[src/logic/agr_pkg.sv]
package agr_pkg;

  // ---------------------------------------------------------------
  // bus widths and register offsets
  // ---------------------------------------------------------------
  localparam int AW = 8;
  localparam int DW = 8;
  localparam logic [7:0] OFS_ROUTE = 8'h18;
  localparam logic [7:0] OFS_BIAS = 8'h19;
  localparam logic [7:0] OFS_AGC_A = 8'h1A;
  localparam logic [7:0] OFS_AGC_B = 8'h1B;
  localparam logic [7:0] OFS_AGC_C = 8'h1C;

  // ---------------------------------------------------------------
  // reset values, writable masks, unmapped answer
  // ---------------------------------------------------------------
  localparam logic [7:0] RST_ROUTE = 8'h78;
  localparam logic [7:0] RST_BIAS = 8'h00;
  localparam logic [7:0] RST_AGC_A = 8'h00;
  localparam logic [7:0] RST_AGC_B = 8'hFE;
  localparam logic [7:0] RST_AGC_C = 8'h00;
  localparam logic [7:0] MSK_ROUTE = 8'hF8;
  localparam logic [7:0] MSK_BIAS = 8'hC0;
  localparam logic [7:0] MSK_AGC_A = 8'hFF;
  localparam logic [7:0] MSK_AGC_B = 8'hFF;
  localparam logic [7:0] MSK_AGC_C = 8'hC0;
  localparam logic [7:0] RD_NONE = 8'h00;

  // ---------------------------------------------------------------
  // field positions
  // ---------------------------------------------------------------
  localparam int DIFF_BIT = 7;
  localparam int LVL_MSB = 6;
  localparam int LVL_LSB = 3;
  localparam int BIAS_MSB = 7;
  localparam int BIAS_LSB = 6;
  localparam int EN_BIT = 7;
  localparam int TGT_MSB = 6;
  localparam int TGT_LSB = 4;
  localparam int ATK_MSB = 3;
  localparam int ATK_LSB = 2;
  localparam int DCY_MSB = 1;
  localparam int DCY_LSB = 0;
  localparam int MAX_MSB = 7;
  localparam int MAX_LSB = 1;
  localparam int HYS_MSB = 7;
  localparam int HYS_LSB = 6;

  // ---------------------------------------------------------------
  // field codes and decoded values
  // ---------------------------------------------------------------
  localparam logic [3:0] LVL_LAST_GAIN = 4'h8;
  localparam logic [3:0] LVL_OFF = 4'hF;
  localparam logic [1:0] HYS_OFF = 2'h3;
  localparam logic [6:0] MAX_GAIN_CAP = 7'h77;
  localparam logic [7:0] GAIN_IDLE = 8'h00;
  localparam int TIME_W = 10;
  localparam logic [9:0] ATK_MS_0 = 10'h008;
  localparam logic [9:0] ATK_MS_1 = 10'h00B;
  localparam logic [9:0] ATK_MS_2 = 10'h010;
  localparam logic [9:0] ATK_MS_3 = 10'h014;
  localparam logic [9:0] DCY_MS_0 = 10'h064;
  localparam logic [9:0] DCY_MS_1 = 10'h0C8;
  localparam logic [9:0] DCY_MS_2 = 10'h190;
  localparam logic [9:0] DCY_MS_3 = 10'h1F4;

  typedef enum logic [1:0] {
    BIAS_OFF = 2'h0,
    BIAS_2V0 = 2'h1,
    BIAS_2V5 = 2'h2,
    BIAS_SUPPLY = 2'h3
  } agr_bias_t;

endpackage : agr_pkg

[src/logic/agr_time_decode.sv]
// attack and decay codes to nominal milliseconds
module agr_time_decode (
  input wire logic [1:0] attack_code,
  input wire logic [1:0] decay_code,
  input wire logic double_rate,
  output logic [agr_pkg::TIME_W-1:0] attack_ms,
  output logic [agr_pkg::TIME_W-1:0] decay_ms,
  output logic times_exact
);

  // ---------------------------------------------------------------
  // lookup of nominal time constants
  // ---------------------------------------------------------------
  assign attack_ms = (attack_code == 2'h0) ? agr_pkg::ATK_MS_0 :
                     (attack_code == 2'h1) ? agr_pkg::ATK_MS_1 :
                     (attack_code == 2'h2) ? agr_pkg::ATK_MS_2 :
                     agr_pkg::ATK_MS_3;
  assign decay_ms = (decay_code == 2'h0) ? agr_pkg::DCY_MS_0 :
                    (decay_code == 2'h1) ? agr_pkg::DCY_MS_1 :
                    (decay_code == 2'h2) ? agr_pkg::DCY_MS_2 :
                    agr_pkg::DCY_MS_3;
  // nominal figures hold only outside double-rate mode
  assign times_exact = ~double_rate;

endmodule : agr_time_decode

[src/logic/agr_gain_clamp.sv]
// caps the requested loop gain at the programmed maximum
module agr_gain_clamp (
  input wire logic enable,
  input wire logic [6:0] max_code,
  input wire logic [7:0] gain_req,
  output logic [6:0] max_eff,
  output logic [7:0] gain_out
);

  // ---------------------------------------------------------------
  // saturate max code, then clamp signed request
  // ---------------------------------------------------------------
  logic over_cap;
  logic over_max;
  logic [7:0] clamped;

  // codes above the cap all mean the top step
  assign over_cap = (max_code > agr_pkg::MAX_GAIN_CAP);
  assign max_eff = over_cap ? agr_pkg::MAX_GAIN_CAP : max_code;
  assign over_max = ($signed(gain_req) > $signed({1'b0, max_eff}));
  assign clamped = over_max ? {1'b0, max_eff} : gain_req;
  assign gain_out = enable ? clamped : agr_pkg::GAIN_IDLE;

endmodule : agr_gain_clamp

[src/logic/agr_regs.sv]
// Functional notes
// - routing bit 7 picks single-ended plus pin or differential plus/minus pair
// - level codes 0000..1000 give 0 to -12 dB and connect to mixer
// - level code 1111, the reset value, leaves the input disconnected
// - routing bits 2..0 and bias bits 5..0 read only, read zero
// - bias field selects off, 2 V, 2.5 V or analog supply; resets off
// - AGC A bit 7 enables the left gain loop; resets disabled
// - three-bit target field selects -5.5 down to -24 dB target
// - attack field selects 8, 11, 16 or 20 ms
// - decay field selects 100, 200, 400 or 500 ms
// - listed times valid only while double-rate mode is off
// - max-gain field caps in 0.5 dB steps, codes above 59 dB give 59.5
// - hysteresis field gives 1, 2, 3 dB or disabled for 11
module agr_regs (
  input wire logic CLK,
  input wire logic NRST,
  input wire logic [agr_pkg::AW-1:0] ADDR,
  input wire logic [agr_pkg::DW-1:0] WDATA,
  input wire logic WR,
  input wire logic RD,
  output logic [agr_pkg::DW-1:0] RDATA,
  input wire logic DOUBLE_RATE_AUDIO_MODE,
  input wire logic [7:0] AGC_GAIN_REQ,
  output logic LEFT_IN_DIFF,
  output logic LEFT_IN_MIX_EN,
  output logic [3:0] LEFT_IN_LEVEL,
  output logic [1:0] MIC_BIAS_LEVEL,
  output logic AGC_EN,
  output logic [2:0] AGC_TARGET,
  output logic [agr_pkg::TIME_W-1:0] AGC_ATTACK_MS,
  output logic [agr_pkg::TIME_W-1:0] AGC_DECAY_MS,
  output logic AGC_TIMES_EXACT,
  output logic [6:0] AGC_MAX_GAIN,
  output logic [7:0] AGC_GAIN,
  output logic AGC_HYST_EN,
  output logic [1:0] AGC_HYST_LEVEL
);

  // ---------------------------------------------------------------
  // storage
  // ---------------------------------------------------------------
  logic [7:0] route_r;
  logic [7:0] bias_r;
  logic [7:0] agc_a_r;
  logic [7:0] agc_b_r;
  logic [7:0] agc_c_r;
  logic [7:0] rdata_r;
  logic [7:0] rdata_nxt;

  // ---------------------------------------------------------------
  // address decode
  // ---------------------------------------------------------------
  logic hit_route;
  logic hit_bias;
  logic hit_agc_a;
  logic hit_agc_b;
  logic hit_agc_c;
  logic wr_route;
  logic wr_bias;
  logic wr_agc_a;
  logic wr_agc_b;
  logic wr_agc_c;

  // one hit per mapped offset
  assign hit_route = (ADDR == agr_pkg::OFS_ROUTE);
  assign hit_bias = (ADDR == agr_pkg::OFS_BIAS);
  assign hit_agc_a = (ADDR == agr_pkg::OFS_AGC_A);
  assign hit_agc_b = (ADDR == agr_pkg::OFS_AGC_B);
  assign hit_agc_c = (ADDR == agr_pkg::OFS_AGC_C);

  // write strobes qualified per register
  assign wr_route = WR & hit_route;
  assign wr_bias = WR & hit_bias;
  assign wr_agc_a = WR & hit_agc_a;
  assign wr_agc_b = WR & hit_agc_b;
  assign wr_agc_c = WR & hit_agc_c;

  // ---------------------------------------------------------------
  // register writes
  // ---------------------------------------------------------------
  // read-only bits are masked away on every write
  always_ff @(posedge CLK or negedge NRST) begin
    if (!NRST) begin
      route_r <= agr_pkg::RST_ROUTE;
      bias_r <= agr_pkg::RST_BIAS;
      agc_a_r <= agr_pkg::RST_AGC_A;
      agc_b_r <= agr_pkg::RST_AGC_B;
      agc_c_r <= agr_pkg::RST_AGC_C;
    end else begin
      if (wr_route) begin
        route_r <= WDATA & agr_pkg::MSK_ROUTE;
      end
      if (wr_bias) begin
        bias_r <= WDATA & agr_pkg::MSK_BIAS;
      end
      if (wr_agc_a) begin
        agc_a_r <= WDATA & agr_pkg::MSK_AGC_A;
      end
      if (wr_agc_b) begin
        agc_b_r <= WDATA & agr_pkg::MSK_AGC_B;
      end
      if (wr_agc_c) begin
        agc_c_r <= WDATA & agr_pkg::MSK_AGC_C;
      end
    end
  end

  // ---------------------------------------------------------------
  // read path
  // ---------------------------------------------------------------
  // unmapped offsets and idle cycles answer zero
  assign rdata_nxt = !RD ? agr_pkg::RD_NONE :
                     hit_route ? route_r :
                     hit_bias ? bias_r :
                     hit_agc_a ? agc_a_r :
                     hit_agc_b ? agc_b_r :
                     hit_agc_c ? agc_c_r :
                     agr_pkg::RD_NONE;

  // read data valid in the cycle after the strobe
  always_ff @(posedge CLK or negedge NRST) begin
    if (!NRST) begin
      rdata_r <= agr_pkg::RD_NONE;
    end else begin
      rdata_r <= rdata_nxt;
    end
  end

  assign RDATA = rdata_r;

  // ---------------------------------------------------------------
  // field extraction
  // ---------------------------------------------------------------
  logic [3:0] lvl_code;
  logic mix_conn;
  logic [1:0] atk_code;
  logic [1:0] dcy_code;
  logic [1:0] hys_code;
  logic [9:0] atk_ms;
  logic [9:0] dcy_ms;
  logic times_ok;
  logic [6:0] max_eff;
  logic [7:0] gain_cl;

  assign lvl_code = route_r[agr_pkg::LVL_MSB:agr_pkg::LVL_LSB];
  // reserved codes are treated as not connected
  assign mix_conn = (lvl_code <= agr_pkg::LVL_LAST_GAIN);
  assign atk_code = agc_a_r[agr_pkg::ATK_MSB:agr_pkg::ATK_LSB];
  assign dcy_code = agc_a_r[agr_pkg::DCY_MSB:agr_pkg::DCY_LSB];
  assign hys_code = agc_c_r[agr_pkg::HYS_MSB:agr_pkg::HYS_LSB];

  // ---------------------------------------------------------------
  // decoders
  // ---------------------------------------------------------------
  agr_time_decode u_time (
    .attack_code(atk_code),
    .decay_code(dcy_code),
    .double_rate(DOUBLE_RATE_AUDIO_MODE),
    .attack_ms(atk_ms),
    .decay_ms(dcy_ms),
    .times_exact(times_ok)
  );

  agr_gain_clamp u_clamp (
    .enable(agc_a_r[agr_pkg::EN_BIT]),
    .max_code(agc_b_r[agr_pkg::MAX_MSB:agr_pkg::MAX_LSB]),
    .gain_req(AGC_GAIN_REQ),
    .max_eff(max_eff),
    .gain_out(gain_cl)
  );

  // ---------------------------------------------------------------
  // registered control outputs
  // ---------------------------------------------------------------
  // each output follows its register, or the double-rate or gain request input, one edge later
  always_ff @(posedge CLK or negedge NRST) begin
    if (!NRST) begin
      LEFT_IN_DIFF <= 1'b0;
      LEFT_IN_MIX_EN <= 1'b0;
      LEFT_IN_LEVEL <= agr_pkg::LVL_OFF;
      MIC_BIAS_LEVEL <= agr_pkg::BIAS_OFF;
      AGC_EN <= 1'b0;
      AGC_TARGET <= 3'h0;
      AGC_ATTACK_MS <= agr_pkg::ATK_MS_0;
      AGC_DECAY_MS <= agr_pkg::DCY_MS_0;
      AGC_TIMES_EXACT <= 1'b0;
      AGC_MAX_GAIN <= agr_pkg::MAX_GAIN_CAP;
      AGC_GAIN <= agr_pkg::GAIN_IDLE;
      AGC_HYST_EN <= 1'b0;
      AGC_HYST_LEVEL <= 2'h0;
    end else begin
      LEFT_IN_DIFF <= route_r[agr_pkg::DIFF_BIT];
      LEFT_IN_MIX_EN <= mix_conn;
      LEFT_IN_LEVEL <= lvl_code;
      MIC_BIAS_LEVEL <= bias_r[agr_pkg::BIAS_MSB:agr_pkg::BIAS_LSB];
      AGC_EN <= agc_a_r[agr_pkg::EN_BIT];
      AGC_TARGET <= agc_a_r[agr_pkg::TGT_MSB:agr_pkg::TGT_LSB];
      AGC_ATTACK_MS <= atk_ms;
      AGC_DECAY_MS <= dcy_ms;
      AGC_TIMES_EXACT <= times_ok;
      AGC_MAX_GAIN <= max_eff;
      AGC_GAIN <= gain_cl;
      AGC_HYST_EN <= (hys_code != agr_pkg::HYS_OFF);
      AGC_HYST_LEVEL <= hys_code;
    end
  end
endmodule : agr_regs

[config.mk]
export PLATFORM = sky130hd
export DESIGN_NAME = agr_regs
export DESIGN_NICKNAME = d
export VERILOG_FILES = /design/src/logic/agr_pkg.sv /design/src/logic/agr_time_decode.sv /design/src/logic/agr_gain_clamp.sv /design/src/logic/agr_regs.sv
export SDC_FILE = /design/constraint.sdc
export NUM_CORES = 1
export LEC_CHECK = 0
export ABC_AREA = 1
export ABC_CLOCK_PERIOD_IN_PS = 1890
export BUFFER_PORTS_ARGS = -buffer_cell sky130_fd_sc_hd__buf_2
export CAP_MARGIN = 5
export CORE_ASPECT_RATIO = 0.7
export CORE_MARGIN = 2
export CORE_UTILIZATION = 47
export CTS_CLUSTER_SIZE = 12
export DETAILED_ROUTE_END_ITERATION = 10
export GPL_ROUTABILITY_DRIVEN = 0
export PLACE_DENSITY_LB_ADDON = 0.08
export SLEW_MARGIN = 10
export SYNTH_ARGS = -nofsm -noshare
export SYNTH_HDL_FRONTEND = slang
export SYNTH_SLANG_ARGS = --single-unit
[constraint.sdc]
create_clock -name CLK -period 1.89 [get_ports CLK]
set_clock_uncertainty 0.1 [all_clocks]
set_input_delay 0.189 -clock CLK [delete_from_list [all_inputs] [get_ports CLK]]
set_output_delay 0.189 -clock CLK [all_outputs]
set_load 0.005 [all_outputs]
==> results_dict.tcl, run 1 <==
set metrics [dict create \
    status "finished, violations left" \
    violations "setup timing" \
    design_area_um2 4161 \
    cp_slowest_cell "dfstp_2" \
    crit_chain "nand4_1 -> inv_2 -> nor2_2 -> inv_2 -> ha_4 -> nand2_1 -> nor2_2 -> a21oi_4 -> buf_4 -> nand3_1 -> a21oi_1" \
    clkTransAtPathRegs_ns 0.08 \
    drc_errors 0 \
    cts_root_buf "clkbuf_8" \
    cp-startpoint "agc_b_r[4]$_DFFE_PN1P_" \
    ir_drop_mv 0.4959 \
    grt_usage_pct 19.42 \
    antennaDiodeCount 0 \
    placed_cell_area_um2 3711 \
    leakage_nw 2.144 \
    dp_hpwl_mm 4.844 \
    antenna_left 0 \
    setup-tns-final_ns -0.8971 \
    tightest_slew_ns 0.6382 \
    overflow 0 \
    die_area_um2 7451 \
    yosys-top-cells-area "dfrtp_1 39%, dfstp_2 20%, nand2_1 6.8%" \
    cp.required_ns 2.07 \
    cts.sinks 73 \
    crit_buf_inv 3 \
    syn_area_per_cell_um2 9.908 \
    max_stage_delay_ns 0.53 \
    antenna_found_initial 0 \
    max_slew_margin_pct 57.45 \
    clock_latency_ns 0.35 \
    clock_path_buffers 2 \
    coreArea_um2 6663 \
    yosysWarnings 0 \
    drtPass1Iterations 4 \
    dpl_worst_slack_ns -0.08170 \
    synth_top_cell_by_area "dfrtp_1" \
    drive_above_1_share_pct 40.78 \
    crit_type "flip-flop to flip-flop" \
    synth_flop_cell "dfrtp_1" \
    port_buffers 79 \
    crit_arrival_ns 2.24 \
    min_from "WDATA[7]" \
    setup-violations-final 7 \
    initial_core_util_pct 47.74 \
    drv_slew 0 \
    via_per_inst 4.483 \
    cts_made_buffers 9 \
    hold_viol 0 \
    fin_ws_ns -0.1732 \
    max_cap_viol_count 0 \
    synth_cell_type_count 32 \
    first_global_vias 2265 \
    syn2layout_area_growth_pct 30.84 \
    grt_max_degree 28 \
    num_vias 2367 \
    finalCritPeriodShare_pct 109.2 \
    die_x_um 102.3 \
    die_y_um 72.83 \
    cpLargestDelayFamily "flip-flops" \
    hp-class "input pin to flip-flop" \
    drt_iter0_markers 96 \
    cts_tree "done" \
    cp_max_fo 5 \
    cp-start-kind "flip-flop" \
    power_density_nw_per_um2 832.2 \
    synth_commonest_cells "58 x nand2_1, 49 x dfrtp_1, 49 x inv_1" \
    syn_inst 321 \
    wirelength_mm 6.623 \
    final_util_pct 62.46 \
    synth_top_area_share_pct 38.55 \
    grt_pass1_wl_mm 10.77 \
    rows 25 \
    critical_path.endpoint_type "flip-flop" \
    ys_async_sr_fraction_pct 100.0 \
    synth_most_common_cell "nand2_1" \
    num_io_pins 88 \
    ys_seq_elements 73 \
    synth_edf_count 0 \
    syn-cell-area_um2 3181 \
    ys_seq_area_share_pct 58.38 \
    ctsHtreeMaxLevel 3 \
    fmax_ghz 0.4847 \
    rsz0062_at_grt "yes" \
    rr_startpoint "agc_b_r[4]$_DFFE_PN1P_" \
    nNetsFinal 468 \
    min_period_ns 2.063 \
    wl_per_cell_um 12.54 \
]
==> cells by family (layout without fill, tap and decap cells) <==
family | after synthesis | count (layout) | synth area share (%)
simple gates | 117 | 117 | 17.86
flops | 73 | 73 | 58.38
buf+inv | 71 | 177 | 10.50
compound gates | 49 | 49 | 9.206
fa+ha+maj | 10 | 10 | 3.934
other cells | 1 | 8 | 0.1179
==> metal layers <==
metal	vias up	wire length, um	GRT usage, %
met5	-	0	0
met4	0	129	7.259
met3	11	361	6.226
met2	66	3022	29.24
met1	1096	3109	26.50
li1	1194	-	-
==> per-stage QoR <==
step	std cells	hold slack, ns	power, mW
2_1_floorplan	328	-0.2066	1.986
3_3_place_gp	496	0.1425	2.179
3_5_place_dp	496	0.1523	2.188
4_1_cts	525	0.0009370	3.467
5_1_grt	528	0.01201	3.640
6_report	528	0.008352	3.463
==> report_power, final <==
group          switching (mW)  leakage [nW]  internal (mW)
registers              0.0505         0.831           1.70
clock network           0.561         0.103          0.682
logic                   0.264          1.21          0.205
total                   0.875          2.14           2.59
==> registers in the layout, summed over array words and instances (netlist names) <==
signal	cells
AGC_DECAY_MS	5
LEFT_IN_DIFF	1
AGC_MAX_GAIN	7
agc_b_r	8
AGC_EN	1
AGC_TARGET	3
AGC_HYST_EN	1
AGC_GAIN	8
MIC_BIAS_LEVEL	2
route_r	5
LEFT_IN_MIX_EN	1
bias_r	2
AGC_TIMES_EXACT	1
RDATA	8
AGC_ATTACK_MS	4
LEFT_IN_LEVEL	4
AGC_HYST_LEVEL	2
agc_a_r	8
agc_c_r	2
==> placed cells by master, fill, tap and decap left out, drive strengths merged, types with 12 or more instances in the layout <==
cell type,n
buf,97
clkbuf,12
dfrtp,49
dfstp,24
dlygate4sd3,12
inv,51
nand2,69
nand3,12
nor2,32
o21ai,27
==> layout make-up <==
| type | instances | area [um2] |
|---|---|---|
| Clock buffer | 12 | 155.1 |
| Timing Repair Buffer | 109 | 679.4 |
| Inverter | 52 | 195.2 |
| Multi-Input combinational cell | 184 | 1106 |
| Clock inverter | 4 | 51.30 |
| Fill cell | 575 | 2501 |
| Sequential cell | 73 | 1857 |
| Tap cell | 94 | 117.6 |
==> final timing paths <==
kind	cells after the start	slack, ns	end
max	11	-0.17	AGC_GAIN[6]$_DFF_PN0_
min	3	0.008	agc_a_r[7]$_DFFE_PN0P_
max reg2reg	11	-0.17	AGC_GAIN[6]$_DFF_PN0_
min reg2reg	0	0.28	LEFT_IN_LEVEL[1]$_DFF_PN1_
max in group asynchronous	3	0.76	route_r[4]$_DFFE_PN1P_
min in group asynchronous	2	0.30	AGC_GAIN[6]$_DFF_PN0_
==> tightest hold or removal path, cell delays in order <==
cell	delay (ns)
buf_2	0.12
nand2_2	0.06
o21ai_2	0.04
==> timing repair <==
| item | in CTS | in global routing |
|---|---|---|
| hold endpoints to repair | 35 | 0 |
| endpoints found under the setup margin | 7 | 7 |
| pin swaps | 4 | 8 |
| gates resized for setup | 4 | 17 |
| setup buffers | 1 | 3 |
| hold buffers | 12 | 0 |
Note: power is estimated with default switching activity, not from simulation.
==> inputs of run 2 (changes only) <==
ABC_CLOCK_PERIOD_IN_PS = 2320   (was 1890)
clock period = 2.32 ns   (was 1.89 ns; I/O delays follow)
==> results_dict.tcl, run 2 (synthesis results as in run 1) <==
set metrics [dict create \
    fin_ws_ns 0.2185 \
    finalCritPeriodShare_pct 90.58 \
    leakage_nw 2.021 \
    clkTransAtPathRegs_ns 0.07 \
    cp_max_fo 8 \
    clock_latency_ns 0.34 \
    cp_slowest_cell "dfstp_2" \
    dp_hpwl_mm 4.388 \
    dpl_worst_slack_ns 0.2293 \
    port_buffers 79 \
    cp-start-kind "flip-flop" \
    die_x_um 102.3 \
    layout_common_cells "79 x buf_2, 58 x nand2_1, 49 x dfrtp_1, 49 x inv_1" \
    cts_made_buffers 9 \
    wirelength_mm 6.008 \
    grt_usage_pct 17.71 \
    rows 25 \
    initial_core_util_pct 47.74 \
    crit_type "flip-flop to flip-flop" \
    grt_pass1_wl_mm 9.756 \
    p_total_mw 2.705 \
    min_period_ns 2.102 \
    crit_chain "nand4_1 -> inv_1 -> nor2_1 -> ha_1 -> nand2_1 -> nor2_1 -> a21oi_4 -> nand2_4 -> nand2_1 -> nand2_1 -> nor2_1" \
    num_io_pins 88 \
    setup-tns-final_ns 0 \
    syn2layout_area_growth_pct 20.38 \
    fmax_ghz 0.4758 \
    rsz0062_at_grt "no" \
    cts_tree "done" \
    overflow 0 \
    hold_viol 0 \
    die_area_um2 7451 \
    ir_drop_mv 0.4242 \
    reg2reg_depth 11 \
    grt_max_degree 74 \
    die_y_um 72.83 \
    via_per_inst 4.442 \
    min_from "WDATA[4]" \
    antenna_left 0 \
    antennaDiodeCount 0 \
    cp.required_ns 2.49 \
    antenna_found_initial 0 \
    ctsResizeCount 0 \
    min_path_cells 3 \
    min_to "route_r[4]$_DFFE_PN1P_" \
    drive_above_1_share_pct 35.54 \
    first_global_vias 1983 \
    cts.sinks 73 \
    ctsHtreeMaxLevel 3 \
    holdWs_ns 0.01055 \
    clock_path_buffers 2 \
    hp-class "input pin to flip-flop" \
    crit_arrival_ns 2.27 \
    drt_iter0_markers 110 \
    wl_per_cell_um 11.97 \
    status "complete, no violations" \
    final_util_pct 57.46 \
    critical_path.endpoint_type "flip-flop" \
    final_common_cell "buf_2" \
    drtPass1Iterations 4 \
    num_vias 2230 \
    reg2reg_to "AGC_GAIN[5]$_DFF_PN0_" \
    setup-violations-final 0 \
    rr_startpoint "agc_b_r[7]$_DFFE_PN1P_" \
    max_cap_viol_count 0 \
    drv_slew 0 \
    power_density_nw_per_um2 706.5 \
    r2r_setup_slack_ns 0.22 \
    max_stage_delay_ns 0.58 \
    drc_errors 0 \
    coreArea_um2 6663 \
    nNetsFinal 442 \
    cts_root_buf "clkbuf_8" \
]
-- run 2: worst max-delay path, delay by kind of cell (launching register included) --
| kind | cells | cell delay [ns] |
|---|---|---|
| buffers and inverters | 1 | 0.12 |
| AOI/OAI and AO/OA | 1 | 0.26 |
| DFF | 1 | 0.58 |
| adders and majority gates | 1 | 0.27 |
| and+or+nand+nor | 8 | 0.69 |
-- run 2: through the flow --
step / std cells / instance area, um2
6_report: 502 / 3829
5_1_grt: 502 / 3829
4_1_cts: 501 / 3819
3_5_place_dp: 483 / 3601
3_3_place_gp: 483 / 3601
2_1_floorplan: 328 / 3207
-- run 2: worst max-delay path by stage --
stage / startpoint / endpoint / slack [ns] / depth (start not counted)
2_1_floorplan: agc_b_r[7]$_DFFE_PN1P_ / AGC_GAIN[0]$_DFF_PN0_ / 0.47 / 14
3_3_place_gp: agc_b_r[7]$_DFFE_PN1P_ / AGC_GAIN[5]$_DFF_PN0_ / 0.29 / 14
3_5_place_dp: agc_b_r[7]$_DFFE_PN1P_ / AGC_GAIN[5]$_DFF_PN0_ / 0.23 / 12
4_1_cts: agc_b_r[7]$_DFFE_PN1P_ / AGC_GAIN[5]$_DFF_PN0_ / 0.21 / 11
5_1_grt: agc_b_r[7]$_DFFE_PN1P_ / AGC_GAIN[5]$_DFF_PN0_ / 0.05 / 12
6_report: agc_b_r[7]$_DFFE_PN1P_ / AGC_GAIN[5]$_DFF_PN0_ / 0.22 / 11
-- run 2: layout make-up --
type / instances / area, um2
Clock buffer: 11 / 141.4
Clock inverter: 5 / 56.30
Fill cell: 628 / 2834
Inverter: 52 / 195.2
Multi-Input combinational cell: 184 / 1016
Sequential cell: 73 / 1857
Tap cell: 94 / 117.6
Timing Repair Buffer: 83 / 445.4
-- run 2: timing repair --
action,4_1_cts,5_1_grt
setup endpoints to repair,0,0
buffers inserted,0,0
hold endpoints to repair,50,1
hold buffers,2,1
-- run 2: layer usage --
layer  part of all wire [%]  track usage [%]  vias up
met5                      0                0        -
met3                    5.9            6.992        6
met4                   0.87            4.000        0
li1                       -                -     1144
met2                     43            25.80       63
met1                     50            25.17     1017
-- run 2: where the power goes --
part	switching (mW)	internal (mW)	total (mW)
clock network	0.448	0.524	0.973
registers	0.0451	1.39	1.43
logic	0.179	0.123	0.301
total	0.672	2.03	2.71
==> inputs of run 3 (changes only) <==
GPL_ROUTABILITY_DRIVEN = 1   (was 0)
SETUP_SLACK_MARGIN = 0.4   (was default)
==> results_dict.tcl, run 3 (synthesis results as in run 1) <==
set metrics [dict create \
    status "complete, no violations" \
    clock_path_buffers 2 \
    layout_common_cells "79 x buf_2, 55 x nand2_1, 49 x dfrtp_1" \
    ir_drop_mv 0.4104 \
    die_x_um 102.3 \
    overflow 0 \
    fmax_ghz 0.4812 \
    drc_errors 0 \
    rsz0062_at_grt "yes" \
    pwr-share-seq_pct 52.1 \
    port_buffers 79 \
    grt_pass1_wl_mm 10.01 \
    gp_congestion 0.7967 \
    drtPass1Iterations 4 \
    fin_cells 510 \
    p_sw_uw 691.1 \
    crit_type "flip-flop to flip-flop" \
    cts_made_buffers 9 \
    p_sw_share_pct 25.18 \
    grt_max_degree 74 \
    crit_arrival_ns 2.25 \
    combPwrFrac_pct 12.5 \
    drt_iter0_markers 119 \
    clkPwrFrac_pct 35.4 \
    nNetsFinal 450 \
    critical_path.endpoint_type "flip-flop" \
    drv_slew 0 \
    wl_per_cell_um 12.19 \
    leakage_nw 2.060 \
    final_common_cell "buf_2" \
    cp.required_ns 2.49 \
    ctsHtreeMaxLevel 3 \
    cts_tree "done" \
    die_area_um2 7451 \
    rows 25 \
    coreArea_um2 6663 \
    hp-class "input pin to flip-flop" \
    via_per_inst 4.486 \
    finalCritPeriodShare_pct 89.58 \
    min_period_ns 2.078 \
    clkTransAtPathRegs_ns 0.08 \
    max_cap_viol_count 0 \
    antenna_found_initial 0 \
    cp-startpoint "agc_b_r[7]$_DFFE_PN1P_" \
    num_vias 2288 \
    first_global_vias 2047 \
    power_density_nw_per_um2 693.0 \
    min_from "WDATA[4]" \
    hold_viol 0 \
    fillers 609 \
    setup-violations-final 0 \
    initial_core_util_pct 47.74 \
    cts_root_buf "clkbuf_8" \
    die_y_um 72.83 \
    antennaDiodeCount 0 \
    syn2layout_area_growth_pct 24.51 \
    drive_above_1_share_pct 39.90 \
    dp.cells 483 \
    clock_latency_ns 0.34 \
    cts.sinks 73 \
    grt_usage_pct 18.10 \
    wirelength_mm 6.218 \
    p_int_mw 2.053 \
    antenna_left 0 \
    cp_max_fo 3 \
    dp_hpwl_mm 4.388 \
    cp-start-kind "flip-flop" \
    setup-tns-final_ns 0 \
    num_io_pins 88 \
    rr_startpoint "agc_b_r[7]$_DFFE_PN1P_" \
]
-- run 3: cell types whose count changed in the layout (fill, tap and decap cells not counted), moves of 3 or more --
cell     previous run  this run
buf_4               0         6
nor2_1             24        19
nand2_1            58        55
nor2_2              3         6
-- run 3: layout make-up --
class,count,area (um2),area share (%)
flip-flops and latches,73,1857,46.89
multi-input cells,184,1080,27.27
repair buffers,91,513.0,12.95
inverters,52,195.2,4.929
clock buffers,11,141.4,3.570
well taps,94,117.6,2.970
clock inverters,5,56.30,1.422
-- run 3: per-layer routing --
layer	routed length (um)	track usage, %
met5	0	0
met4	25	4.000
met3	339	6.992
met2	2822	26.83
met1	3030	25.47
-- run 3: per-stage QoR --
stage | total power, mW | setup slack, ns | hold slack [ns] | util (%) | instance area, um2
floorplan | 1.618 | 0.4666 | -0.1636 | - | 3207
global placement | 1.754 | 0.2860 | 0.1879 | 54.05 | 3601
detailed placement | 1.757 | 0.2293 | 0.1888 | 54.05 | 3601
CTS | 2.781 | 0.3037 | 0.0007873 | 59.14 | 3940
global route | 2.894 | 0.1498 | 0.005226 | 59.44 | 3960
finish | 2.744 | 0.2417 | 0.009043 | 59.44 | 3960
-- run 3: repair_timing --
item | 4_1_cts | 5_1_grt
endpoints found under the hold margin | 50 | 1
setup endpoints to repair | 7 | 7
resized for setup | 14 | 4
buffers inserted | 8 | 0
pin swaps | 5 | 6
hold buffers | 2 | 1
-- run 3: power groups by stage --
stage / clock (mW) / sequential (mW) / combinational [mW]
after floorplan: 0 / 1.45 / 0.166
after global placement: 0 / 1.45 / 0.300
after detailed placement: 0 / 1.46 / 0.301
after CTS: 1.01 / 1.43 / 0.342
after global routing: 1.06 / 1.44 / 0.390
final: 0.972 / 1.43 / 0.343
-- run 3: critical path, stage by stage (launching register included) --
cell and delay [ns]:
dfstp_2 0.54, nand4_1 0.15, inv_2 0.16, nor2_2 0.05, inv_2 0.05, ha_1 0.23
nand2_1 0.10, nor2_2 0.05, a21oi_4 0.21, buf_6 0.13, nand3_1 0.09, a21oi_2 0.15
-- run 3: final timing paths --
| kind | endpoint | slack [ns] | cells after the start |
|---|---|---|---|
| max | AGC_GAIN[3]$_DFF_PN0_ | 0.24 | 11 |
| min | route_r[4]$_DFFE_PN1P_ | 0.009 | 3 |
| max reg2reg | AGC_GAIN[3]$_DFF_PN0_ | 0.24 | 11 |
| min reg2reg | AGC_TARGET[0]$_DFF_PN0_ | 0.28 | 0 |
| max in group asynchronous | route_r[5]$_DFFE_PN1P_ | 1.44 | 3 |
| min in group asynchronous | agc_c_r[6]$_DFFE_PN0P_ | 0.35 | 3 |
